$ cat src/inc/sfrm_pkg.sv
package sfrm_pkg;
	// --------------------------------------------------------------
	// Register addresses and indices (byte address is four times the register address)
	// --------------------------------------------------------------
	localparam logic [7:0] SFRM_INDIRECT_ACCESS_PORT = 8'h80;
	localparam logic [7:0] SFRM_OPTION_CONTROL = 8'h81;
	localparam logic [7:0] SFRM_PROGRAM_COUNTER_LOW = 8'h82;
	localparam logic [7:0] SFRM_CORE_STATUS_FLAGS = 8'h83;
	localparam logic [7:0] SFRM_INDIRECT_POINTER = 8'h84;
	localparam logic [7:0] SFRM_PORT_A_DIRECTION = 8'h85;
	localparam logic [7:0] SFRM_PORT_B_DIRECTION = 8'h86;
	localparam logic [7:0] SFRM_PORT_C_DIRECTION = 8'h87;
	localparam logic [7:0] SFRM_PORT_D_DIRECTION = 8'h88;
	localparam logic [7:0] SFRM_PORT_E_DIR_SLAVE_STATUS = 8'h89;
	localparam logic [7:0] SFRM_PC_UPPER_LATCH = 8'h8A;
	localparam logic [7:0] SFRM_INTERRUPT_CONTROL = 8'h8B;
	localparam logic [7:0] SFRM_PERIPHERAL_IRQ_ENABLE_ONE = 8'h8C;
	localparam logic [7:0] SFRM_PERIPHERAL_IRQ_ENABLE_TWO = 8'h8D;
	localparam logic [7:0] SFRM_POWER_RESET_CAUSE = 8'h8E;
	localparam logic [7:0] SFRM_SERIAL_PORT_CONTROL_TWO = 8'h91;
	localparam logic [7:0] SFRM_TIMER_TWO_PERIOD = 8'h92;
	localparam logic [7:0] SFRM_SERIAL_PORT_ADDRESS_OR_RATE = 8'h93;
	localparam logic [7:0] SFRM_SERIAL_PORT_STATE = 8'h94;
	localparam logic [7:0] SFRM_UART_TRANSMIT_CONTROL = 8'h98;
	localparam logic [7:0] SFRM_UART_RATE_DIVISOR = 8'h99;
	localparam logic [7:0] SFRM_VOLTAGE_REFERENCE_CONTROL = 8'h9B;
	localparam logic [7:0] SFRM_LOW_VOLTAGE_DETECT_CONTROL = 8'h9C;
	localparam logic [7:0] SFRM_CONVERTER_RESULT_LOW = 8'h9E;
	localparam logic [7:0] SFRM_CONVERTER_CONTROL_ONE = 8'h9F;

	localparam logic [4:0] SFRM_IX_INDIRECT = SFRM_INDIRECT_ACCESS_PORT[4:0];
	localparam logic [4:0] SFRM_IX_OPTION = SFRM_OPTION_CONTROL[4:0];
	localparam logic [4:0] SFRM_IX_PC_LOW = SFRM_PROGRAM_COUNTER_LOW[4:0];
	localparam logic [4:0] SFRM_IX_STATUS = SFRM_CORE_STATUS_FLAGS[4:0];
	localparam logic [4:0] SFRM_IX_POINTER = SFRM_INDIRECT_POINTER[4:0];
	localparam logic [4:0] SFRM_IX_DIR_A = SFRM_PORT_A_DIRECTION[4:0];
	localparam logic [4:0] SFRM_IX_DIR_B = SFRM_PORT_B_DIRECTION[4:0];
	localparam logic [4:0] SFRM_IX_DIR_C = SFRM_PORT_C_DIRECTION[4:0];
	localparam logic [4:0] SFRM_IX_DIR_D = SFRM_PORT_D_DIRECTION[4:0];
	localparam logic [4:0] SFRM_IX_DIR_E = SFRM_PORT_E_DIR_SLAVE_STATUS[4:0];
	localparam logic [4:0] SFRM_IX_PC_LATCH = SFRM_PC_UPPER_LATCH[4:0];
	localparam logic [4:0] SFRM_IX_INTCTL = SFRM_INTERRUPT_CONTROL[4:0];

	// --------------------------------------------------------------
	// Map layout
	// --------------------------------------------------------------
	localparam logic [31:0] SFRM_MIRROR = 32'h00000C1D;
	localparam logic [1:0] SFRM_BANK_SFR = 2'h1;
	localparam logic [1:0] SFRM_BANK_NO_RAM = 2'h3;
	localparam logic [6:0] SFRM_GPR_LO = 7'h20;
	localparam logic [6:0] SFRM_COMMON_LO = 7'h70;
	localparam logic [7:0] SFRM_BANK_BASE [4] = '{8'h00, 8'h60, 8'hB0, 8'h00};
	localparam int SFRM_IRP_BIT = 7;
	localparam int SFRM_TO_BIT = 4;
	localparam int SFRM_PD_BIT = 3;
	localparam logic [2:0] SFRM_HSIZE_WORD = 3'h2;
	localparam int SFRM_CLKOUT_RATIO = 4;

	// --------------------------------------------------------------
	// Per register: implemented, writable, power-up, kept bits
	// --------------------------------------------------------------
	typedef struct packed {
		logic [7:0] impl;
		logic [7:0] wmask;
		logic [7:0] por;
		logic [7:0] keep;
	} sfrm_attr_t;

	localparam sfrm_attr_t SFRM_ATTR [32] = '{
		'{8'h00, 8'h00, 8'h00, 8'h00}, '{8'hFF, 8'hFF, 8'hFF, 8'h00},
		'{8'hFF, 8'hFF, 8'h00, 8'h00}, '{8'hFF, 8'hE7, 8'h18, 8'h1F},
		'{8'hFF, 8'hFF, 8'h00, 8'hFF}, '{8'h3F, 8'h3F, 8'h3F, 8'h00},
		'{8'hFF, 8'hFF, 8'hFF, 8'h00}, '{8'hFF, 8'hFF, 8'hFF, 8'h00},
		'{8'hFF, 8'hFF, 8'hFF, 8'h00}, '{8'hF7, 8'h17, 8'h07, 8'h00},
		'{8'h1F, 8'h1F, 8'h00, 8'h00}, '{8'hFF, 8'hFF, 8'h00, 8'h01},
		'{8'hFF, 8'hFF, 8'h00, 8'h00}, '{8'h89, 8'h89, 8'h00, 8'h00},
		'{8'h03, 8'h03, 8'h00, 8'h03}, '{8'h00, 8'h00, 8'h00, 8'h00},
		'{8'h00, 8'h00, 8'h00, 8'h00}, '{8'hFF, 8'hBF, 8'h00, 8'h00},
		'{8'hFF, 8'hFF, 8'hFF, 8'h00}, '{8'hFF, 8'hFF, 8'h00, 8'h00},
		'{8'hFF, 8'hC0, 8'h00, 8'h00}, '{8'h00, 8'h00, 8'h00, 8'h00},
		'{8'h00, 8'h00, 8'h00, 8'h00}, '{8'h00, 8'h00, 8'h00, 8'h00},
		'{8'hF7, 8'hF5, 8'h02, 8'h00}, '{8'hFF, 8'hFF, 8'h00, 8'h00},
		'{8'h00, 8'h00, 8'h00, 8'h00}, '{8'hF0, 8'hF0, 8'h00, 8'h00},
		'{8'h3F, 8'h1F, 8'h05, 8'h00}, '{8'h00, 8'h00, 8'h00, 8'h00},
		'{8'hFF, 8'hFF, 8'h00, 8'hFF}, '{8'hFF, 8'hFF, 8'h00, 8'h00}
	};

	typedef enum logic [1:0] {
		SFRM_TGT_NONE,
		SFRM_TGT_SFR,
		SFRM_TGT_RAM
	} sfrm_kind_t;

	typedef struct packed {
		sfrm_kind_t kind;
		logic [4:0] idx;
		logic [7:0] ram;
	} sfrm_tgt_t;

	typedef struct packed {
		logic write;
		logic ok;
		logic [8:0] addr;
	} sfrm_req_t;

	typedef struct packed {
		logic [7:0] option;
		logic [7:0] dir_a;
		logic [7:0] dir_b;
		logic [7:0] dir_c;
		logic [7:0] dir_d;
		logic [7:0] dir_e;
		logic [7:0] intctl;
	} sfrm_ctrl_t;

	typedef enum logic [1:0] {
		SFRM_BUS_IDLE,
		SFRM_BUS_WRITE,
		SFRM_BUS_RDWAIT,
		SFRM_BUS_RDDONE
	} sfrm_bus_t;
endpackage

$ cat src/rtl/sfrm_top.sv
// Implementation choice: register access over AHB-Lite.
module sfrm_top #(
	parameter bit NARROW_PKG = 1'b0
) (
	input wire logic hclk,
	input wire logic hresetn,
	input wire logic hsel,
	input wire logic [31:0] haddr,
	input wire logic [1:0] htrans,
	input wire logic hwrite,
	input wire logic [2:0] hsize,
	input wire logic [31:0] hwdata,
	input wire logic hready,
	output logic [31:0] hrdata,
	output logic hreadyout,
	output logic hresp,
	input wire logic master_clear_n,
	input wire logic watchdog_timeout,
	input wire logic rc_osc_mode,
	output logic [12:0] program_counter,
	output logic instruction_rate_clock_out,
	output sfrm_pkg::sfrm_ctrl_t ctrl
);
	// --------------------------------------------------------------
	// Declarations
	// --------------------------------------------------------------
	sfrm_pkg::sfrm_bus_t state_r;
	sfrm_pkg::sfrm_bus_t state_nxt;
	sfrm_pkg::sfrm_req_t req_r;
	sfrm_pkg::sfrm_tgt_t tgt;
	logic accept;
	logic soft_rst;
	logic wr_en;
	logic pc_low_wr;
	logic ram_we;
	logic [7:0] wdata;
	logic [7:0] rd_val;
	logic [7:0] ram_rdata;
	logic [7:0] hrdata_r;
	logic [31:0][7:0] sfr_r;
	logic [4:0] pc_hi_r;
	logic [4:0] latch_q;
	logic [7:0] pointer_q;
	logic [1:0] div_r;
	logic [1:0] div_nxt;
	logic clkout_r;

	// --------------------------------------------------------------
	// Reset requests
	// --------------------------------------------------------------
	// hold in reset
	assign soft_rst = !master_clear_n || watchdog_timeout;

	// --------------------------------------------------------------
	// Bus front end
	// --------------------------------------------------------------
	assign accept = hsel && htrans[1] && hready;
	assign hreadyout = (state_r != sfrm_pkg::SFRM_BUS_RDWAIT);
	assign hresp = 1'b0;
	assign hrdata = {24'h000000, hrdata_r};
	assign wdata = hwdata[7:0];

	always_comb
	begin
		state_nxt = sfrm_pkg::SFRM_BUS_IDLE;
		if (accept)
		begin
			if (hwrite)
				state_nxt = sfrm_pkg::SFRM_BUS_WRITE;
			else
				state_nxt = sfrm_pkg::SFRM_BUS_RDWAIT;
		end
		else if (state_r == sfrm_pkg::SFRM_BUS_RDWAIT)
		begin
			state_nxt = sfrm_pkg::SFRM_BUS_RDDONE;
		end
	end

	always_ff @(posedge hclk or negedge hresetn)
	begin
		if (!hresetn)
			state_r <= sfrm_pkg::SFRM_BUS_IDLE;
		else
			state_r <= state_nxt;
	end

	always_ff @(posedge hclk or negedge hresetn)
	begin
		if (!hresetn)
		begin
			req_r <= '0;
		end
		else if (accept)
		begin
			req_r.write <= hwrite;
			req_r.ok <= (haddr[31:11] == 21'h000000) &&
				(hsize == sfrm_pkg::SFRM_HSIZE_WORD);
			req_r.addr <= haddr[10:2];
		end
	end

	// --------------------------------------------------------------
	// Address decode
	// --------------------------------------------------------------
	function automatic sfrm_pkg::sfrm_tgt_t decode(input logic [8:0] a);
		sfrm_pkg::sfrm_tgt_t t;
		logic [6:0] lo;
		logic [7:0] off;
		t = '0;
		lo = a[6:0];
		off = {1'b0, lo} - {1'b0, sfrm_pkg::SFRM_GPR_LO};
		if (lo < sfrm_pkg::SFRM_GPR_LO)
		begin
			if (sfrm_pkg::SFRM_MIRROR[lo[4:0]] ||
				a[8:7] == sfrm_pkg::SFRM_BANK_SFR)
			begin
				t.kind = sfrm_pkg::SFRM_TGT_SFR;
				t.idx = lo[4:0];
			end
		end
		else if (lo >= sfrm_pkg::SFRM_COMMON_LO)
		begin
			t.kind = sfrm_pkg::SFRM_TGT_RAM;
			t.ram = off;
		end
		else if (a[8:7] != sfrm_pkg::SFRM_BANK_NO_RAM)
		begin
			t.kind = sfrm_pkg::SFRM_TGT_RAM;
			t.ram = sfrm_pkg::SFRM_BANK_BASE[a[8:7]] + off;
		end
		return t;
	endfunction

	always_comb
	begin
		tgt = decode(req_r.addr);
		if (!req_r.ok)
		begin
			tgt = '0;
		end
		else if (tgt.kind == sfrm_pkg::SFRM_TGT_SFR &&
			tgt.idx == sfrm_pkg::SFRM_IX_INDIRECT)
		begin
			tgt = decode({sfr_r[sfrm_pkg::SFRM_IX_STATUS][sfrm_pkg::SFRM_IRP_BIT],
				sfr_r[sfrm_pkg::SFRM_IX_POINTER]});
			if (tgt.kind == sfrm_pkg::SFRM_TGT_SFR &&
				tgt.idx == sfrm_pkg::SFRM_IX_INDIRECT)
				tgt = '0;
		end
	end

	assign wr_en = (state_r == sfrm_pkg::SFRM_BUS_WRITE) && !soft_rst;
	assign ram_we = wr_en && tgt.kind == sfrm_pkg::SFRM_TGT_RAM;
	assign pc_low_wr = wr_en && tgt.kind == sfrm_pkg::SFRM_TGT_SFR &&
		tgt.idx == sfrm_pkg::SFRM_IX_PC_LOW;

	// --------------------------------------------------------------
	// Read path
	// --------------------------------------------------------------
	always_comb
	begin
		rd_val = 8'h00;
		unique case (tgt.kind)
			sfrm_pkg::SFRM_TGT_SFR: rd_val = sfr_r[tgt.idx];
			sfrm_pkg::SFRM_TGT_RAM: rd_val = ram_rdata;
			sfrm_pkg::SFRM_TGT_NONE: rd_val = 8'h00;
		endcase
	end

	always_ff @(posedge hclk or negedge hresetn)
	begin
		if (!hresetn)
			hrdata_r <= 8'h00;
		else if (state_r == sfrm_pkg::SFRM_BUS_RDWAIT)
			hrdata_r <= rd_val;
	end

	sfrm_gpr_ram #(
		.AW(8),
		.WIDTH(8)
	) u_ram (
		.hclk(hclk),
		.we(ram_we),
		.addr(tgt.ram),
		.wdata(wdata),
		.rdata(ram_rdata)
	);

	// --------------------------------------------------------------
	// Register file
	// --------------------------------------------------------------
	genvar gi;
	generate
		for (gi = 0; gi < 32; gi++)
		begin : g_sfr
			localparam sfrm_pkg::sfrm_attr_t A = sfrm_pkg::SFRM_ATTR[gi];
			localparam bit NARROW_GONE = NARROW_PKG &&
				(gi == sfrm_pkg::SFRM_IX_DIR_D ||
				gi == sfrm_pkg::SFRM_IX_DIR_E);
			localparam logic [7:0] IMPL = NARROW_GONE ? 8'h00 : A.impl;
			logic [7:0] val_r;
			logic [7:0] soft_val;

			always_comb
			begin
				soft_val = (val_r & A.keep) | (A.por & ~A.keep);
				if (gi == sfrm_pkg::SFRM_IX_STATUS && watchdog_timeout)
				begin
					soft_val[sfrm_pkg::SFRM_TO_BIT] = 1'b0;
					soft_val[sfrm_pkg::SFRM_PD_BIT] = 1'b1;
				end
			end

			always_ff @(posedge hclk or negedge hresetn)
			begin
				if (!hresetn)
					val_r <= A.por & IMPL;
				else if (soft_rst)
					val_r <= soft_val & IMPL;
				else if (wr_en && tgt.kind == sfrm_pkg::SFRM_TGT_SFR &&
					tgt.idx == 5'(gi))
					val_r <= ((val_r & ~A.wmask) | (wdata & A.wmask)) & IMPL;
			end

			assign sfr_r[gi] = val_r;
		end
	endgenerate

	assign latch_q = sfr_r[sfrm_pkg::SFRM_IX_PC_LATCH][4:0];
	assign pointer_q = sfr_r[sfrm_pkg::SFRM_IX_POINTER];

	assign ctrl.option = sfr_r[sfrm_pkg::SFRM_IX_OPTION];
	assign ctrl.dir_a = sfr_r[sfrm_pkg::SFRM_IX_DIR_A];
	assign ctrl.dir_b = sfr_r[sfrm_pkg::SFRM_IX_DIR_B];
	assign ctrl.dir_c = sfr_r[sfrm_pkg::SFRM_IX_DIR_C];
	assign ctrl.dir_d = sfr_r[sfrm_pkg::SFRM_IX_DIR_D];
	assign ctrl.dir_e = sfr_r[sfrm_pkg::SFRM_IX_DIR_E];
	assign ctrl.intctl = sfr_r[sfrm_pkg::SFRM_IX_INTCTL];

	// --------------------------------------------------------------
	// Program counter upper bits
	// --------------------------------------------------------------
	always_ff @(posedge hclk or negedge hresetn)
	begin
		if (!hresetn)
			pc_hi_r <= 5'h00;
		else if (soft_rst)
			pc_hi_r <= 5'h00;
		else if (pc_low_wr)
			pc_hi_r <= latch_q;
	end

	assign program_counter = {pc_hi_r, sfr_r[sfrm_pkg::SFRM_IX_PC_LOW]};

	// --------------------------------------------------------------
	// Instruction rate clock out
	// --------------------------------------------------------------
	assign div_nxt = div_r + 2'h1;

	always_ff @(posedge hclk or negedge hresetn)
	begin
		if (!hresetn)
		begin
			div_r <= 2'h0;
			clkout_r <= 1'b0;
		end
		else if (soft_rst)
		begin
			div_r <= 2'h0;
			clkout_r <= 1'b0;
		end
		else
		begin
			div_r <= div_nxt;
			clkout_r <= rc_osc_mode && div_nxt[1];
		end
	end

	assign instruction_rate_clock_out = clkout_r;
endmodule

$ cat src/rtl/sfrm_gpr_ram.sv
module sfrm_gpr_ram #(
	parameter int AW = 8,
	parameter int WIDTH = 8
) (
	input wire logic hclk,
	input wire logic we,
	input wire logic [AW-1:0] addr,
	input wire logic [WIDTH-1:0] wdata,
	output logic [WIDTH-1:0] rdata
);
	// --------------------------------------------------------------
	// General purpose storage
	// --------------------------------------------------------------
	logic [WIDTH-1:0] mem [1 << AW];

	always_ff @(posedge hclk)
	begin
		if (we)
			mem[addr] <= wdata;
	end

	assign rdata = mem[addr];
endmodule

$ cat config.mk
export PLATFORM = sky130hd
export DESIGN_NAME = sfrm_top
export DESIGN_NICKNAME = d
export VERILOG_FILES = /design/src/inc/sfrm_pkg.sv /design/src/rtl/sfrm_top.sv /design/src/rtl/sfrm_gpr_ram.sv
export SDC_FILE = /design/constraint.sdc
export NUM_CORES = 2
export LEC_CHECK = 0
export BUFFER_PORTS_ARGS = -buffer_cell sky130_fd_sc_hd__buf_4
export CELL_PAD_IN_SITES_DETAIL_PLACEMENT = 2
export CELL_PAD_IN_SITES_GLOBAL_PLACEMENT = 2
export CORE_MARGIN = 1.5
export CORE_UTILIZATION = 40
export CTS_CLUSTER_DIAMETER = 150
export DETAILED_ROUTE_END_ITERATION = 7
export GPL_TIMING_DRIVEN = 0
export MAX_ROUTING_LAYER = met4
export PLACE_DENSITY = 0.82
export REMOVE_ABC_BUFFERS = 1
export SLEW_MARGIN = 30
export SYNTH_ARGS = -nofsm -noshare
export SYNTH_HDL_FRONTEND = slang
export SYNTH_SLANG_ARGS = --single-unit
$ cat constraint.sdc
create_clock -name hclk -period 3.8 [get_ports hclk]
set_input_delay 0.19 -clock hclk [delete_from_list [all_inputs] [get_ports hclk]]
set_output_delay 0.19 -clock hclk [all_outputs]
set_load 0.02 [all_outputs]
==> results.yml, run 1 <==
yosys:
  yosysTopAreaCell: "edfxtp_1"
  synth_area_leaders: "edfxtp_1, nand2_1, nand3_1"
  seq_area_frac_synth: 0.7284
  synth_seq_cells: 2233
  syn_area_per_cell_um2: 13.18
  syn_inst: 6894
  netlist_area_um2: 90870
  synth_common_cells: "edfxtp_1, nand2_1, nand3_1"
  yosysMostFrequentCell: "edfxtp_1"
  synth_cell_types: 88
  synth-edff-count: 2048
  yosys_warnings: 0
  yosys_most_used_dff: "edfxtp_1"
  synthArstFlopShare: 0.08285
  synth_top_area_share: 0.6767
die:
  fp.dieW_um: 479.6
  io_pins: 181
  die_h_um: 479.6
  start_util: 0.4033
  fp-row-count: 174
clock_tree:
  cts_sinks: 2233
  root_buffer: "clkbuf_16"
  cts_buffers: 228
  h-tree-depth: 4
  clk_path_buf_depth: 3
placement:
  dpl_cell_area_um2: 98030
  dp_hpwl_um: 245100
  routabilityCongestion: 0.8168
  numPortBuffers: 122
global_routing:
  grt_max_degree: 110
  grt_overflow_total: 27
  grt_usage: 0.6836
  grt_antenna_before_repair: 92
sta:
  worst_endpoint: "hrdata_r[0]$_DFFE_PN0P_/D"
  endpoint_type: "register input"
status:
  error_message: "[ERROR GRT-0232] Routing congestion too high. Check the congestion heatmap in the GUI."
  status: "stopped before the end"
  haltStage: "global routing"
-- logic make-up after synthesis --
logic type                 synth area share
muxes                               0.04075
AOI/OAI and AO/OA                   0.06188
adders and majority gates          0.002644
xor gates and xnor gates          0.0002892
buffers and inverters               0.02648
other                            0.00004127
and+or+nand+nor                      0.1395
DFF                                  0.7284
-- per-layer routing --
| layer | GRT overflow | GRT usage |
|---|---|---|
| met5 | - | - |
| met1 | 1 | 0.6508 |
| met4 | 12 | 0.6476 |
| met2 | 4 | 0.8196 |
| met3 | 10 | 0.5751 |
-- per-stage QoR --
| step | std cells | worst slack, ps |
|---|---|---|
| floorplan | 6426 | -34160 |
| detailed placement | 9826 | -3201 |
| global placement | 9540 | -75720 |
| CTS | 10491 | -922.5 |
-- what timing repair did --
| action | CTS |
|---|---|
| resized for setup | 644 |
| hold buffers | 32 |
| endpoints found under the setup margin | 2215 |
| cloned | 40 |
| pin swaps | 115 |
| buffers inserted | 168 |
| hold endpoints to repair | 914 |
==> inputs of run 2 (changes only) <==
--- a/config.mk
+++ b/config.mk
@@ -6,15 +6,11 @@
 export NUM_CORES = 2
 export LEC_CHECK = 0
 export BUFFER_PORTS_ARGS = -buffer_cell sky130_fd_sc_hd__buf_4
-export CELL_PAD_IN_SITES_DETAIL_PLACEMENT = 2
-export CELL_PAD_IN_SITES_GLOBAL_PLACEMENT = 2
 export CORE_MARGIN = 1.5
-export CORE_UTILIZATION = 40
-export CTS_CLUSTER_DIAMETER = 150
+export CORE_UTILIZATION = 25
 export DETAILED_ROUTE_END_ITERATION = 7
 export GPL_TIMING_DRIVEN = 0
-export MAX_ROUTING_LAYER = met4
-export PLACE_DENSITY = 0.82
+export PLACE_DENSITY_LB_ADDON = 0.15
 export REMOVE_ABC_BUFFERS = 1
 export SLEW_MARGIN = 30
 export SYNTH_ARGS = -nofsm -noshare
==> constraint.sdc (replaced) <==
create_clock -name hclk -period 4.94 [get_ports hclk]
set_input_delay 0.247 -clock hclk [delete_from_list [all_inputs] [get_ports hclk]]
set_output_delay 0.247 -clock hclk [all_outputs]
set_load 0.02 [all_outputs]
==> run 2 against run 1 <==
The flow now finishes, with violations (negative setup slack). Synthesized cell count is the same. Area after synthesis is the same.
==> results.yml, run 2 <==
status:
  status: "finished with violations"
  violations: "negative setup slack"
clock_tree:
  cts_buffers: 248
  clk_pin_slew_ps: 60
  clk_path_buf_depth: 4
  h-tree-depth: 4
  cts_sinks: 2233
  root_buffer: "clkbuf_16"
  clock_latency_ps: 930
  cts_tree: "yes"
min_path:
  hp-start: "htrans[1]"
  hold_class: "input port to flip-flop"
routing:
  drt-total-wl_um: 328700
  drtIter0Drc: 5654
  dr.pass1.iters: 5
  remaining_drc_errors: 0
  via_per_inst: 4.826
  detail_route.wl_per_cell_um: 26.94
  vias: 58880
  ant_nets: 0
critical_path:
  setup.worst_path.class: "flip-flop to flip-flop"
  cp-end-kind: "flip-flop"
  cp_common_cell: "buf_2"
  critical_path_buf_inv_count: 7
  cp_slowest_stage_delay_ps: 650
  worstReg2RegStart: "req_r[3]"
  cp_cell_sequence: "or4_4, o211ai_4, buf_4, a32oi_4, buf_16, nor4_4, buf_2, buf_2, buf_2, buf_2, a32o_1, nor4_2, buf_4, o22ai_1, a211oi_2, a31o_2"
  cp_data_required_time_ps: 5720
  crit_path_start: "req_r[3]"
  start_kind: "flip-flop"
  crit_fanout: 7
  critPathSlowestCell: "o22ai_1"
  r2r_slack_ps: -40
  arrival_ps: 5750
  crit_family: "compound AO/OA/AOI/OAI gates"
global_routing:
  grt_pass1_wl_um: 458800
  grt_usage: 0.1748
  grt_pass1_vias: 57474
  grt_max_degree: 105
  grt_antenna_before_repair: 20
  grt_overflow_total: 0
final_layout:
  final_cell_mix: "edfxtp_1, nand2_1, nand3_1"
  largest_register_ffs: 2048
  fillCellCount: 36001
  area_delta_synth_final_pct: 21.87
  multi_input_area_um2: 24080
  layout.nets: 7300
  seqCellArea_um2: 66210
  top_register: "u_ram.mem"
  drive_above_1_share: 0.1646
  final_common_cell: "edfxtp_1"
die:
  fp-row-count: 221
  die-area_um2: 367100
  die_h_um: 605.9
  fp.dieW_um: 605.9
  start_util: 0.2511
  io_pins: 181
  coreArea_um2: 362000
placement:
  routabilityCongestion: 0.7640
  dp_hpwl_um: 214000
  numPortBuffers: 122
yosys:
  synth_top_family_by_area: "simple AND/OR/NAND/NOR gates"
  synthAdderAreaFrac: 0.002644
  synth_common_cells: "edfxtp_1, nand2_1, nand3_1"
  synth-simple-area-share: 0.1395
  synth_seq_cells: 2233
  synth-compound-area-share: 0.06188
  synth_top_area_share: 0.6767
  synthMuxAreaShare: 0.04075
  synth_xor_area_frac: 0.0002891
  seq_area_frac_synth: 0.7284
  syn_area_per_cell_um2: 13.18
  synth-edff-count: 2048
  yosysTopAreaCell: "edfxtp_1"
  syn_inst: 6894
  yosys_most_used_dff: "edfxtp_1"
  yosys_warnings: 0
  synth_area_leaders: "edfxtp_1, nand2_1, nand3_1"
  netlist_area_um2: 90870
  yosysMostFrequentCell: "edfxtp_1"
  synthArstFlopShare: 0.08285
  synth_cell_types: 88
power:
  finalPower_w: 0.03957
  p_leak_nw: 36.35
  power.density_nw_per_um2: 357.3
  ir_drop_mv: 0.3474
sta:
  hold_viol: 0
  setup_slack_ps: -35.84
  finClkSkew_ps: 61.84
  rsz0062_at_grt: "true"
  period_minus_slack_ps: 4976
  slew_violations: 0
  max_slew.worst_pin.slew_ps: 1070
  finalSetupViolations: 1
  setup_tns_ps: -35.84
  period_share: 1.007
  fmax_mhz: 201.0
  relSlewSlack: 0.2813
flow_run:
  cap_violations: 0
==> run 2: metrics by stage <==
| step | hold slack, ps | cell area, um2 | instances | utilization | worst slack [ps] |
|---|---|---|---|---|---|
| final | 47.52 | 110700 | 12200 | 0.3060 | -35.84 |
| after global routing | 86.18 | 110700 | 12197 | 0.3059 | -120.1 |
| after CTS | 22.87 | 110300 | 12180 | 0.3047 | -139.9 |
| after detailed placement | 205.1 | 101100 | 11659 | 0.2792 | -1666 |
| after global placement | 419.4 | 95570 | 11342 | 0.2640 | -82440 |
| after floorplan | -48.59 | 88660 | 6426 | - | -33020 |
==> run 2: logic make-up (layout without fill, tap and decap cells) <==
logic type / count (synthesis) / count (layout)
compound gates: 781 / 782
xor+xnor: 3 / 3
fa+ha+maj: 18 / 18
buf+inv: 518 / 994
flops: 2233 / 2233
mux: 359 / 359
other cells: 1 / 36
simple gates: 2981 / 2981
==> run 2: worst paths after layout <==
check / endpoint / cells past startpoint
max: hrdata_r[2] / 16
min: state_r[0] / 3
max reg2reg: hrdata_r[2] / 16
min reg2reg: div_r[0] / 1
max in group asynchronous: g_sfr[4].soft_val[5] / 5
min in group asynchronous: g_sfr[1].val_r[0] / 3
==> run 2: repair_timing <==
| item | in CTS | in global routing |
|---|---|---|
| hold endpoints to repair | 674 | 0 |
| pin swaps | 17 | 16 |
| endpoints found under the setup margin | 2059 | 682 |
| cloned | 10 | 4 |
| resized for setup | 182 | 59 |
| hold buffers | 33 | 0 |
| setup buffers | 35 | 14 |
==> run 2: power breakdown <==
group | leakage [nW] | internal (W) | switching (W)
Clock | 3.69 | 0.00999 | 0.00770
Combinational | 11.9 | 0.000318 | 0.000826
Sequential | 20.7 | 0.0207 | 0.0000755
==> run 2: routing by layer <==
metal	share of wire	GRT usage	up-vias
li1	-	-	26172
met1	0.45	0.2430	30562
met2	0.47	0.2863	1776
met3	0.054	0.02368	368
met4	0.025	0.04477	2
met5	0.000040	0	-
==> run 2: cell type report <==
type | count | share of cell area
diodes | 5 | 0.0001130
clock buffers | 318 | 0.05905
clock inverters | 128 | 0.009038
inverters | 20 | 0.0007457
multi-input cells | 4174 | 0.2174
flip-flops and latches | 2233 | 0.5979
well taps | 4794 | 0.05416
repair buffers | 528 | 0.06156
==> run 2: tightest hold or removal path, delay by kind of cell <==
family	cells	cell delay [ps]
and+or+nand+nor	1	370
buffers and inverters	1	110
AOI/OAI and AO/OA	1	150
Note: power is estimated with default switching activity, not from simulation.
